### src/core/dcs_pkg.sv
/*
  Constants, field layouts and carrier types for the synthesizer core and
  its system clock selection logic.
  Assumes one clock domain (the core sample clock) and a plain register port.
*/
// Summary of operation
// - Phase accumulator wraps modulo two to 32nd.
// - Zero step word holds present phase.
// - Clear bit forces accumulator to zero phase.
// - Clear bit active, buffer clear after reset.
// - Cosine lookup drives 14-bit converter code.
// - Multiplier field 4 to 20 enables PLL.
// - Other multiplier values bypass, PLL off.
// - Select pin enables oscillator; output buffer also needs bit 9.
// - Gate bit stops clock, oscillator stays.
// - Control word two bit 9 drives oscillator output.
// - Multiplier decoded apart from gate bit.
package dcs_pkg;

  // Register port geometry
  localparam int ADDR_W = 8;
  localparam int DATA_W = 32;
  localparam int CW2_W  = 24;

  // Register offsets
  localparam logic [7:0] OFS_CW1    = 8'h00;
  localparam logic [7:0] OFS_CW2    = 8'h01;
  localparam logic [7:0] OFS_FSW    = 8'h04;
  localparam logic [7:0] OFS_STATUS = 8'h10;
  localparam logic [7:0] OFS_PHASE  = 8'h11;

  // Reset values: active clear bit set, its buffer clear
  localparam logic [31:0] CW1_ACT_RST = 32'h0000_0400;
  localparam logic [31:0] CW1_BUF_RST = 32'h0000_0000;
  localparam logic [23:0] CW2_RST     = 24'h00_0000;
  localparam logic [31:0] FSW_RST     = 32'h0000_0000;

  // Field positions
  localparam int CW1_CLKGATE_BIT = 4;
  localparam int CW1_CLR_BIT     = 10;
  localparam int CW1_SINE_BIT    = 12;
  localparam int CW2_MULT_LSB    = 3;
  localparam int CW2_MULT_MSB    = 7;
  localparam int CW2_XOUT_BIT    = 9;

  // Status register bit positions
  localparam int ST_CLR_BIT     = 0;
  localparam int ST_PLL_BIT     = 1;
  localparam int ST_OSC_BIT     = 2;
  localparam int ST_SETTLED_BIT = 3;
  localparam int ST_GATED_BIT   = 4;

  // Multiplier range
  localparam int         MULT_W   = 5;
  localparam logic [4:0] MULT_MIN = 5'h04;
  localparam logic [4:0] MULT_MAX = 5'h14;

  // Datapath widths
  localparam int              PHASE_W   = 32;
  localparam int              DAC_W     = 14;
  localparam int              LUT_IDX_W = 4;
  localparam int              MAG_W     = 13;
  localparam logic [13:0]     DAC_MID   = 14'h2000;
  localparam logic [31:0]     QUARTER   = 32'h4000_0000;

  // PLL lock wait, figure in microseconds, count at the sample clock rate
  localparam int PLL_LOCK_US = 1000;
  localparam int CLK_MHZ     = 250;
  localparam int LOCK_CYCLES = PLL_LOCK_US * CLK_MHZ;
  localparam int LOCK_W      = 18;

  // Configuration words as seen by software
  typedef struct packed {
    logic [31:0] cw1;
    logic [23:0] cw2;
    logic [31:0] fsw;
  } dcs_cfg_t;

  // Controls toward the analog clock path
  typedef struct packed {
    logic             osc_enable;
    logic             crystal_out_enable;
    logic             clk_in_buf_enable;
    logic             pll_enable;
    logic [MULT_W-1:0] pll_mult;
  } dcs_clk_ctrl_t;

endpackage

### src/core/dcs_core.sv
/*
  Synthesizer core with system clock selection controls: buffered and
  active configuration words, commit on the update pin, 32-bit phase
  accumulator, cosine converter and clock path decode.
  Assumes clk_sys is the core sample clock; pins are asynchronous to it.
*/
// The plain strobed port and the placing of the registers were chosen for this implementation.
`timescale 1ns/1ps
`default_nettype none
module dcs_core #(
  parameter int LOCK_CYCLES = dcs_pkg::LOCK_CYCLES
) (
  // Clock, reset, enable
  input  wire logic                          clk_sys,
  input  wire logic                          rst,
  input  wire logic                          clk_en,
  // Register port
  input  wire logic [dcs_pkg::ADDR_W-1:0]    reg_addr,
  input  wire logic [dcs_pkg::DATA_W-1:0]    reg_wdata,
  input  wire logic                          reg_wr,
  input  wire logic                          reg_rd,
  output logic      [dcs_pkg::DATA_W-1:0]    reg_rdata_ff,
  // Device pins
  input  wire logic                          io_update_pin,
  input  wire logic                          oscillator_select_pin,
  // Clock path controls and converter code
  output var dcs_pkg::dcs_clk_ctrl_t         clk_ctrl_ff,
  output logic      [dcs_pkg::DAC_W-1:0]     dac_code
);

  // Pin synchronisers
  logic [1:0] upd_sync_ff;
  logic [1:0] osc_sync_ff;
  logic       upd_last_ff;
  logic       commit;

  // Configuration words
  dcs_pkg::dcs_cfg_t buf_ff;
  dcs_pkg::dcs_cfg_t act_ff;
  dcs_pkg::dcs_cfg_t nxt_buf;
  dcs_pkg::dcs_cfg_t nxt_act;

  // Core state
  logic [dcs_pkg::PHASE_W-1:0] acc_ff;
  logic [dcs_pkg::PHASE_W-1:0] nxt_acc;
  logic [dcs_pkg::PHASE_W-1:0] lut_phase;
  logic [dcs_pkg::LOCK_W-1:0]  lock_cnt_ff;
  logic [dcs_pkg::LOCK_W-1:0]  nxt_lock_cnt;
  logic [dcs_pkg::DATA_W-1:0]  nxt_rdata;
  dcs_pkg::dcs_clk_ctrl_t      nxt_clk_ctrl;

  // Decoded controls from the active words, plus the buffered multiplier, the select pin and the lock state
  logic [dcs_pkg::MULT_W-1:0]  mult_act;
  logic [dcs_pkg::MULT_W-1:0]  mult_buf;
  logic                        pll_on;
  logic                        clk_gated;
  logic                        clr_act;
  logic                        sine_sel;
  logic                        osc_sel;
  logic                        settled;

  // Two-stage synchronisers; only stage two is read by logic
  always_ff @(posedge clk_sys or posedge rst) begin
    if (rst) begin
      upd_sync_ff <= 2'b00;
      osc_sync_ff <= 2'b00;
      upd_last_ff <= 1'b0;
    end else if (clk_en) begin
      upd_sync_ff <= {upd_sync_ff[0], io_update_pin};
      osc_sync_ff <= {osc_sync_ff[0], oscillator_select_pin};
      upd_last_ff <= upd_sync_ff[1];
    end
  end

  // Rising edge of the update pin transfers the buffers
  assign commit  = upd_sync_ff[1] && !upd_last_ff;
  assign osc_sel = osc_sync_ff[1];

  // Field decode, multiplier kept apart from the gate bit
  always_comb begin
    mult_act  = act_ff.cw2[dcs_pkg::CW2_MULT_MSB:dcs_pkg::CW2_MULT_LSB];
    mult_buf  = buf_ff.cw2[dcs_pkg::CW2_MULT_MSB:dcs_pkg::CW2_MULT_LSB];
    pll_on    = (mult_act >= dcs_pkg::MULT_MIN)
                && (mult_act <= dcs_pkg::MULT_MAX);
    clk_gated = act_ff.cw1[dcs_pkg::CW1_CLKGATE_BIT];
    clr_act   = act_ff.cw1[dcs_pkg::CW1_CLR_BIT];
    sine_sel  = act_ff.cw1[dcs_pkg::CW1_SINE_BIT];
    settled   = (lock_cnt_ff == '0);
  end

  // Register writes land in the buffers; commit copies them to active
  always_comb begin
    nxt_buf = buf_ff;
    nxt_act = act_ff;
    if (reg_wr) begin
      case (reg_addr)
        dcs_pkg::OFS_CW1: begin
          nxt_buf.cw1 = reg_wdata;
        end
        dcs_pkg::OFS_CW2: begin
          nxt_buf.cw2 = reg_wdata[dcs_pkg::CW2_W-1:0];
        end
        dcs_pkg::OFS_FSW: begin
          nxt_buf.fsw = reg_wdata;
        end
        default: begin
          nxt_buf = buf_ff; // Unmapped writes are dropped
        end
      endcase
    end
    // A write in the commit cycle lands in the buffer, not in active
    if (commit) begin
      nxt_act = buf_ff;
    end
  end

  // Register file storage
  always_ff @(posedge clk_sys or posedge rst) begin
    if (rst) begin
      buf_ff <= '{cw1: dcs_pkg::CW1_BUF_RST, cw2: dcs_pkg::CW2_RST,
                  fsw: dcs_pkg::FSW_RST};
      act_ff <= '{cw1: dcs_pkg::CW1_ACT_RST, cw2: dcs_pkg::CW2_RST,
                  fsw: dcs_pkg::FSW_RST};
    end else if (clk_en) begin
      buf_ff <= nxt_buf;
      act_ff <= nxt_act;
    end
  end

  // Phase accumulator; a gated clock stops it where it stands
  always_comb begin
    nxt_acc = acc_ff;
    if (clk_gated) begin
      nxt_acc = acc_ff;
    end else if (clr_act) begin
      nxt_acc = '0;
    end else begin
      // Carry out of bit 31 is dropped by width; zero step holds phase
      nxt_acc = acc_ff + act_ff.fsw;
    end
  end

  always_ff @(posedge clk_sys or posedge rst) begin
    if (rst) begin
      acc_ff <= '0;
    end else if (clk_en) begin
      acc_ff <= nxt_acc;
    end
  end

  // Sine output is cosine a quarter turn late
  assign lut_phase = sine_sel ? (acc_ff - dcs_pkg::QUARTER) : acc_ff;

  // Converter code; frozen with the gated clock as the real path would be
  dcs_cos_lut u_cos_lut (
    .clk_sys     (clk_sys),
    .rst         (rst),
    .ce          (clk_en && !clk_gated),
    .phase       (lut_phase),
    .dac_code_ff (dac_code)
  );

  // Lock wait counter, restarted whenever a commit changes the multiplier
  always_comb begin
    nxt_lock_cnt = lock_cnt_ff;
    if (commit && (mult_buf != mult_act)) begin
      nxt_lock_cnt = dcs_pkg::LOCK_W'(LOCK_CYCLES);
    end else if (lock_cnt_ff != '0) begin
      nxt_lock_cnt = lock_cnt_ff - 1'b1;
    end
  end

  always_ff @(posedge clk_sys or posedge rst) begin
    if (rst) begin
      lock_cnt_ff <= '0;
    end else if (clk_en) begin
      lock_cnt_ff <= nxt_lock_cnt;
    end
  end

  // Clock path controls; oscillator never stops for the gate bit
  always_comb begin
    nxt_clk_ctrl.osc_enable         = osc_sel;
    nxt_clk_ctrl.crystal_out_enable = osc_sel
                                      && act_ff.cw2[dcs_pkg::CW2_XOUT_BIT];
    nxt_clk_ctrl.clk_in_buf_enable  = !clk_gated;
    nxt_clk_ctrl.pll_enable         = pll_on;
    nxt_clk_ctrl.pll_mult           = pll_on ? mult_act : '0;
  end

  always_ff @(posedge clk_sys or posedge rst) begin
    if (rst) begin
      clk_ctrl_ff <= '0;
    end else if (clk_en) begin
      clk_ctrl_ff <= nxt_clk_ctrl;
    end
  end

  // Read data valid only in the cycle after the strobe, zero otherwise
  always_comb begin
    nxt_rdata = '0;
    if (reg_rd) begin
      case (reg_addr)
        dcs_pkg::OFS_CW1: begin
          nxt_rdata = buf_ff.cw1;
        end
        dcs_pkg::OFS_CW2: begin
          nxt_rdata = {{(dcs_pkg::DATA_W-dcs_pkg::CW2_W){1'b0}}, buf_ff.cw2};
        end
        dcs_pkg::OFS_FSW: begin
          nxt_rdata = buf_ff.fsw;
        end
        dcs_pkg::OFS_STATUS: begin
          nxt_rdata[dcs_pkg::ST_CLR_BIT]     = clr_act;
          nxt_rdata[dcs_pkg::ST_PLL_BIT]     = pll_on;
          nxt_rdata[dcs_pkg::ST_OSC_BIT]     = osc_sel;
          nxt_rdata[dcs_pkg::ST_SETTLED_BIT] = settled;
          nxt_rdata[dcs_pkg::ST_GATED_BIT]   = clk_gated;
        end
        dcs_pkg::OFS_PHASE: begin
          nxt_rdata = acc_ff;
        end
        default: begin
          nxt_rdata = '0;
        end
      endcase
    end
  end

  always_ff @(posedge clk_sys or posedge rst) begin
    if (rst) begin
      reg_rdata_ff <= '0;
    end else if (clk_en) begin
      reg_rdata_ff <= nxt_rdata;
    end
  end

endmodule
`default_nettype wire

### src/core/dcs_cos_lut.sv
/*
  Phase to amplitude converter: quarter-wave cosine table, offset-binary
  converter code registered at the output.
  Assumes phase from the same clock domain; ce freezes the output.
*/
`timescale 1ns/1ps
`default_nettype none
module dcs_cos_lut (
  // Clock and reset
  input  wire logic                         clk_sys,
  input  wire logic                         rst,
  input  wire logic                         ce,
  // Phase in, code out
  input  wire logic [dcs_pkg::PHASE_W-1:0]  phase,
  output logic      [dcs_pkg::DAC_W-1:0]    dac_code_ff
);

  logic [dcs_pkg::DAC_W-1:0]       nxt_dac_code;
  logic [1:0]                      quad;
  logic [dcs_pkg::LUT_IDX_W-1:0]   idx;
  logic [dcs_pkg::MAG_W-1:0]       mag;
  logic                            neg;

  // Cosine of idx times pi over 32, full scale 8191
  function automatic logic [12:0] cos_tab(input logic [4:0] k);
    case (k)
      5'd0:    cos_tab = 13'h1fff;
      5'd1:    cos_tab = 13'h1fd8;
      5'd2:    cos_tab = 13'h1f62;
      5'd3:    cos_tab = 13'h1e9e;
      5'd4:    cos_tab = 13'h1d90;
      5'd5:    cos_tab = 13'h1c38;
      5'd6:    cos_tab = 13'h1a9b;
      5'd7:    cos_tab = 13'h18bc;
      5'd8:    cos_tab = 13'h16a0;
      5'd9:    cos_tab = 13'h144c;
      5'd10:   cos_tab = 13'h11c7;
      5'd11:   cos_tab = 13'h0f15;
      5'd12:   cos_tab = 13'h0c3f;
      5'd13:   cos_tab = 13'h094a;
      5'd14:   cos_tab = 13'h063e;
      5'd15:   cos_tab = 13'h0323;
      default: cos_tab = 13'h0000;
    endcase
  endfunction

  // Quadrant folding keeps the table a quarter wave
  always_comb begin
    quad = phase[dcs_pkg::PHASE_W-1 -: 2];
    idx  = phase[dcs_pkg::PHASE_W-3 -: dcs_pkg::LUT_IDX_W];
    case (quad)
      2'd0:    mag = cos_tab({1'b0, idx});
      2'd1:    mag = cos_tab(5'd16 - {1'b0, idx});
      2'd2:    mag = cos_tab({1'b0, idx});
      default: mag = cos_tab(5'd16 - {1'b0, idx});
    endcase
    neg = (quad == 2'd1) || (quad == 2'd2);
    nxt_dac_code = neg ? (dcs_pkg::DAC_MID - {1'b0, mag})
                       : (dcs_pkg::DAC_MID + {1'b0, mag});
  end

  // Registered code toward the converter
  always_ff @(posedge clk_sys or posedge rst) begin
    if (rst) begin
      dac_code_ff <= dcs_pkg::DAC_MID;
    end else if (ce) begin
      dac_code_ff <= nxt_dac_code;
    end
  end

endmodule
`default_nettype wire

### config.mk
export PLATFORM = sky130hd
export DESIGN_NAME = dcs_core
export DESIGN_NICKNAME = d
export VERILOG_FILES = /design/src/core/dcs_pkg.sv /design/src/core/dcs_core.sv /design/src/core/dcs_cos_lut.sv
export SDC_FILE = /design/constraint.sdc
export NUM_CORES = 1
export LEC_CHECK = 0
export BUFFER_PORTS_ARGS = -buffer_cell sky130_fd_sc_hd__buf_4
export CAP_MARGIN = 20
export CELL_PAD_IN_SITES_DETAIL_PLACEMENT = 0
export CELL_PAD_IN_SITES_GLOBAL_PLACEMENT = 2
export CORE_AREA = 2 2 192 194
export DETAILED_ROUTE_END_ITERATION = 16
export DIE_AREA = 0 0 194 196
export PLACE_DENSITY = 0.81
export SYNTH_ARGS = -nofsm -noshare
export SYNTH_HDL_FRONTEND = slang
export SYNTH_SLANG_ARGS = --single-unit
### constraint.sdc
create_clock -name clk_sys -period 6.75 [get_ports clk_sys]
set_input_delay 0 -clock clk_sys [delete_from_list [all_inputs] [get_ports clk_sys]]
set_output_delay 0 -clock clk_sys [all_outputs]
set_load 0.01 [all_outputs]
Word-level counts from Yosys, hierarchy flattened
Memory sizes are Yosys's and may differ from the RTL's.
Cells that the tools add are included.

word-level totals
  bits in read-only memories = 832
  input bits = 47
  logic and storage cells = 69
  register bits = 253
  output and inout port bits = 55
  memories kept = 4

memories
  name             words  bits a word  rd ports  clocked after Yosys merged registers in  write ports  line               text
  (no name shown)  16     13           1         0                                        0            dcs_cos_lut.sv:26  case (k)
  (no name shown)  16     13           1         0                                        0            dcs_cos_lut.sv:26
  (no name shown)  16     13           1         0                                        0            dcs_cos_lut.sv:26
  (no name shown)  16     13           1         0                                        0            dcs_cos_lut.sv:26

operators by class
  eq/ne operators = 7
  order comparisons = 2
  reductions and logical operators = 19
  bitwise logic cells = 1
  $add $sub $neg = 6
  muxes and demuxes = 12

operators by type and width
  kind                                                 number
  one-hot mux 27 bit (4 select lines)                  1
  2-to-1 mux 32 bit                                    3
  one-hot mux 13 bit (3 select lines)                  1
  2-to-1 mux 18 bit                                    2
  adder 32 bit                                         1
  subtractor 32 x 31 -> 32 bit, second input constant  1
  2-to-1 mux 13 bit                                    2
  one-hot mux 5 bit (5 select lines)                   1
  zero test 18 bit                                     1
  nonzero test 18 bit                                  1
  subtractor 18 x 1 -> 18 bit, second input constant   1
  == test 8 x 5 -> 1 bit, second input constant        2
  adder 14 x 13 -> 14 bit, first input constant        1
  2-to-1 mux 14 bit                                    1
  subtractor 14 x 13 -> 14 bit, first input constant   1
  AND reduction 3 bit                                  3
  == test 8 x 1 -> 1 bit, second input constant        1
  == test 8 x 3 -> 1 bit, second input constant        1
  zero test 8 bit                                      1
  AND reduction 2 bit                                  3
  >= comparator 5 x 3 -> 1 bit, second input constant  1
  <= comparator 5 bit, second input constant           1
  logical AND 1 bit                                    5
  2-to-1 mux 5 bit                                     1
  other kinds (9)                                      10

Depth between registers and ports, before layout
An unclocked memory read counts as a cell.

  depth after elaboration = 8
  gate-level depth with buffers = 16
  depth with buffers taken out = 15

Cells and area by module
From an unflattened synthesis, not the netlist that was laid out.

unflattened totals
  cells, all modules = 1196
  area, all modules = 13078.8 um^2

by module, submodules not included
  module       instances  sequential area each (um^2)  cells an instance  area each (um^2)
  dcs_core     1          5631.7                       950                11139.4
  dcs_cos_lut  1          351.6                        246                1939.4

Worst setup path before layout
No wires, ideal clock.

  path kind = register -> register
  from = reg acc_ff[26] (netlist name)
  to = reg u_cos_lut.dac_code_ff[12] (netlist name)
  cell stages (with the launch flop) = 13
  clock period less this slack = 3.038 ns
  library setup time = 0.132 ns
  buffers on the path = 1
  arrival time = 2.906 ns
  required time = 6.618 ns
  setup slack = 3.712 ns
  cell sequence = dfrtp_1 -> inv_1 -> ha_1 -> buf_2 -> o21ai_1 -> o21ai_1 -> o211a_1 -> a311oi_2 -> or3b_1 -> nor3_2 -> a31oi_1 -> xnor2_1 -> o21ai_1

on the way
  cells in the longest elaborated chain, start to end = 8
  elaborated cells on any way between the ends = 17
  those cells by class = add/sub (4); eq/ne (2); mux (5); reduce/logical (2); memory (4)

RTL lines
  item                                                                            line                                  text
  from (decl)                                                                     dcs_core.sv:44                        logic [dcs_pkg::PHASE_W-1:0] acc_ff;
  from (signal assigned)                                                          dcs_core.sv:147                       acc_ff <= nxt_acc;
  subtractor 32 x 31 -> 32 bit                                                    dcs_core.sv:152                       assign lut_phase = sine_sel ? (acc_ff - dcs_pkg::QUARTER) : acc_ff;
  2-to-1 mux 32 bit (*)                                                           dcs_core.sv:152
  subtractor 5 x 4 -> 5 bit                                                       dcs_cos_lut.sv:53, dcs_cos_lut.sv:55
  memory read (16 x 13 bit)                                                       --
  2-to-1 mux 13 bit                                                               dcs_cos_lut.sv:26
  one-hot mux 13 bit (3 select lines)                                             dcs_cos_lut.sv:51                     case (quad)
  adder 14 x 13 -> 14 bit / subtractor 14 x 13 -> 14 bit (equally long branches)  dcs_cos_lut.sv:59, dcs_cos_lut.sv:58
  2-to-1 mux 14 bit (*)                                                           dcs_cos_lut.sv:58                     nxt_dac_code = neg ? (dcs_pkg::DAC_MID - {1'b0, mag})
  to (signal assigned)                                                            dcs_cos_lut.sv:65                     dac_code_ff <= dcs_pkg::DAC_MID;
  to (signal assigned)                                                            dcs_cos_lut.sv:67                     dac_code_ff <= nxt_dac_code;
  to (decl)                                                                       dcs_cos_lut.sv:15                     output logic [dcs_pkg::DAC_W-1:0] dac_code_ff

Every way passes the cells marked *; elsewhere a longest branch is shown, timed or not.
A chain may end at the register's enable or synchronous reset.

Worst setup path in the final report
  from = reg acc_ff[26] (netlist name)
  to = reg u_cos_lut.dac_code_ff[8] (netlist name)

Same word-level chain as after synthesis.

==> impl_metrics.ini <==
[run_status]
outcome = finished, final reports clean

[die]
die_h_um = 196
die-area_sq_um = 38000
core-area_sq_um = 36100
dieWidth_um = 194
start_util_pct = 35.6
rows = 70
ios = 102

[setup_path]
worst_setup_path_start_kind = flop
path_max_fanout = 22
cp-startpoint = acc_ff[26]
r2r_start = acc_ff[26]
crit_path_end_kind = flop
worstPathArrival_ns = 4.84
worst-setup-path-type = flop to flop
crit_required_ns = 7.17

[detailed_routing]
drtAntennaViolNets = 0
highest_layer = met4
vias = 9649
drt_iter0_markers = 465
wl_met1_um = 15900
vias_per_cell = 5.30
wl_per_cell_um = 18.5
drc = 0
drt_wl_total_um = 33700
dr.pass1.iters = 4
route.met2.wl_um = 15700
dr_wl_met3_um = 1240

[layout]
area_delta_synth_final_pct = 19.5
drive_gt1_share_pct = 23.2
fill_cells = 3517
final_nets = 1419

[power]
fin_total_pwr_mw = 5.47
p_leak_nw = 7.18
powerDensity_nw_per_um2 = 356
combPwrFrac_pct = 38.1
seq_power_share_pct = 34.6
switching_share_pct = 38.1
power.switching_mw = 2.08
clockPowerShare_pct = 27.3
peakVddDrop_mv = 0.244
internal-power_mw = 3.38

[synth]
synth_seq_cells = 239
netlist_instances = 1214
synth-edff-count = 0
synthesis.area_sq_um = 12800
ys_seq_area_share_pct = 46.6
synth_top_cell_by_area = dfrtp_1
synth_nets = 1304
avgSynthCellArea_sq_um = 10.6
synth_area_leaders = dfrtp_1 46%, mux2_2 11%, ha_1 4.1%
synth_flop_cell = dfrtp_1
ys_warn_count = 0
synth.top_cells.by_count = 237 x dfrtp_1, 123 x mux2_2, 85 x nand2_1, 78 x nor2_1, 62 x a21oi_1
synth_async_sr_flop_share_pct = 100
yosys.cell_count.top_type = dfrtp_1
synth_cell_type_count = 77
synth_top_area_share_pct = 46.2

[timing]
final_hold_viol_count = 0
setup_viol = 0
period_minus_slack_ns = 4.42
skew_ns = 0.0121
drv_slew = 0
tightest_slew_ns = 1.00
timing.setup.tns_ns = 0
period_share_pct = 65.5
rsz0062_at_grt = no
max_freq_mhz = 226
max_slew_margin_pct = 32.8
whs_ns = 0.0349

[run]
maxCapViolations = 0

[clock_tree]
clk_pin_slew_ns = 0.06
cts_tree = built
cts_setup_buffers = 0
cts_root_buf = clkbuf_16
clk_latency_ns = 0.57
cts.sinks = 239
clockBufferDepth = 3
cts_inserted_buffers = 29
htree_levels = 1

[grt]
grt_pass1_vias = 9825
antenna_found_initial = 2
grt_max_degree = 108
grt_usage_pct = 17.7
grt_remaining_overflow = 0
grt_pass1_wl_um = 54700

[place]
gp_congestion = 0.855
portBuffers = 101
dp_hpwl_um = 22500

[worst_hold_path]
worstHoldStart = clk_en
worstHoldPathType = input pin to flop
## repair_timing
action                                 in CTS  in global routing
endpoints found under the hold margin     198                  0
hold buffers                               37                  0
resized for setup                           0                  0
## stage by stage
step	cell area (sq um)	setup slack [ns]	instances	utilization, %
2_1_floorplan	12800	0.194	1214	-
3_3_place_gp	14000	2.45	1728	38.9
3_5_place_dp	14100	2.38	1729	39.0
4_1_cts	15300	2.38	1819	42.5
5_1_grt	15300	2.00	1819	42.5
6_report	15300	2.33	1820	42.5
## final timing paths
check / depth (start not counted) / to / slack [ns]
worst max-delay path: 12 / u_cos_lut.dac_code_ff[8] / 2.33
worst min-delay path: 3 / clk_ctrl_ff[1] / 0.03
worst max register to register: 12 / u_cos_lut.dac_code_ff[8] / 2.33
worst min register to register: 2 / u_cos_lut.dac_code_ff[13] / 0.47
max in group asynchronous: 4 / buf_ff[74] / 5.21
min in group asynchronous: 3 / reg_rdata_ff[17] / 0.09
## state kept, by name, indices dropped and copies added, names as in the netlist
register / flops
lock_cnt_ff: 18
upd_last_ff: 1
osc_sync_ff: 2
upd_sync_ff: 2
reg_rdata_ff: 32
buf_ff: 88
acc_ff: 32
act_ff: 41
u_cos_lut.dac_code_ff: 14
clk_ctrl_ff: 9
## power by group through the flow
stage / sequential [mW] / combinational [mW] / clock [mW]
5_1_grt: 1.92 / 2.32 / 1.59
2_1_floorplan: 1.84 / 1.59 / 0
6_report: 1.89 / 2.09 / 1.49
3_3_place_gp: 1.91 / 2.07 / 0
4_1_cts: 1.89 / 2.09 / 1.54
3_5_place_dp: 1.92 / 2.06 / 0
## cells in the final DEF, fill, tap and decap left out, drive strengths merged, types with 43 or more instances in the layout
cell	Yosys	layout
o21ai	53	53
nor2	78	78
a21oi	63	63
mux2i	45	45
inv	59	61
mux2	135	135
nand2	85	85
o22ai	46	46
clkbuf	48	43
dfrtp	237	237
buf	23	118
## critical path, stage by stage, from the launching register on
cell and delay (ns):
dfrtp_1 0.84, inv_1 0.34, ha_1 0.61, xnor2_2 0.31, a2111oi_0 0.73, o32a_1 0.29
ha_1 0.18, inv_1 0.04, nor3b_1 0.37, nand2_1 0.13, o21bai_1 0.19, xor2_1 0.16
o21ai_1 0.07
## per-layer routing
| layer | vias to the layer above | global-route usage (%) |
|---|---|---|
| met5 | - | 0 |
| met4 | 0 | 4.69 |
| met3 | 57 | 2.60 |
| met2 | 190 | 29.1 |
| met1 | 4783 | 24.6 |
| li1 | 4619 | - |
## cell families (layout without fill, tap and decap cells)
group / after synthesis / count (layout) / synth area share (%)
xor+xnor: 61 / 61 / 4.42
other cells: 0 / 1 / 0
simple gates: 270 / 270 / 10.1
compound gates: 291 / 291 / 15.3
fa+ha+maj: 43 / 43 / 4.25
flops: 239 / 239 / 46.6
mux: 180 / 180 / 15.3
buf+inv: 130 / 267 / 3.99
## layout make-up
cell class	instances	area, sq um	share of cell area [%]
diodes	1	2.50	0.0163
clock buffers	43	828	5.40
clock inverters	10	83.8	0.546
inverters	59	229	1.49
multi-input cells	845	6370	41.5
flip-flops and latches	239	5980	39.0
well taps	468	586	3.82
repair buffers	155	1270	8.27
No activity file was read; power rests on OpenSTA's default activity.
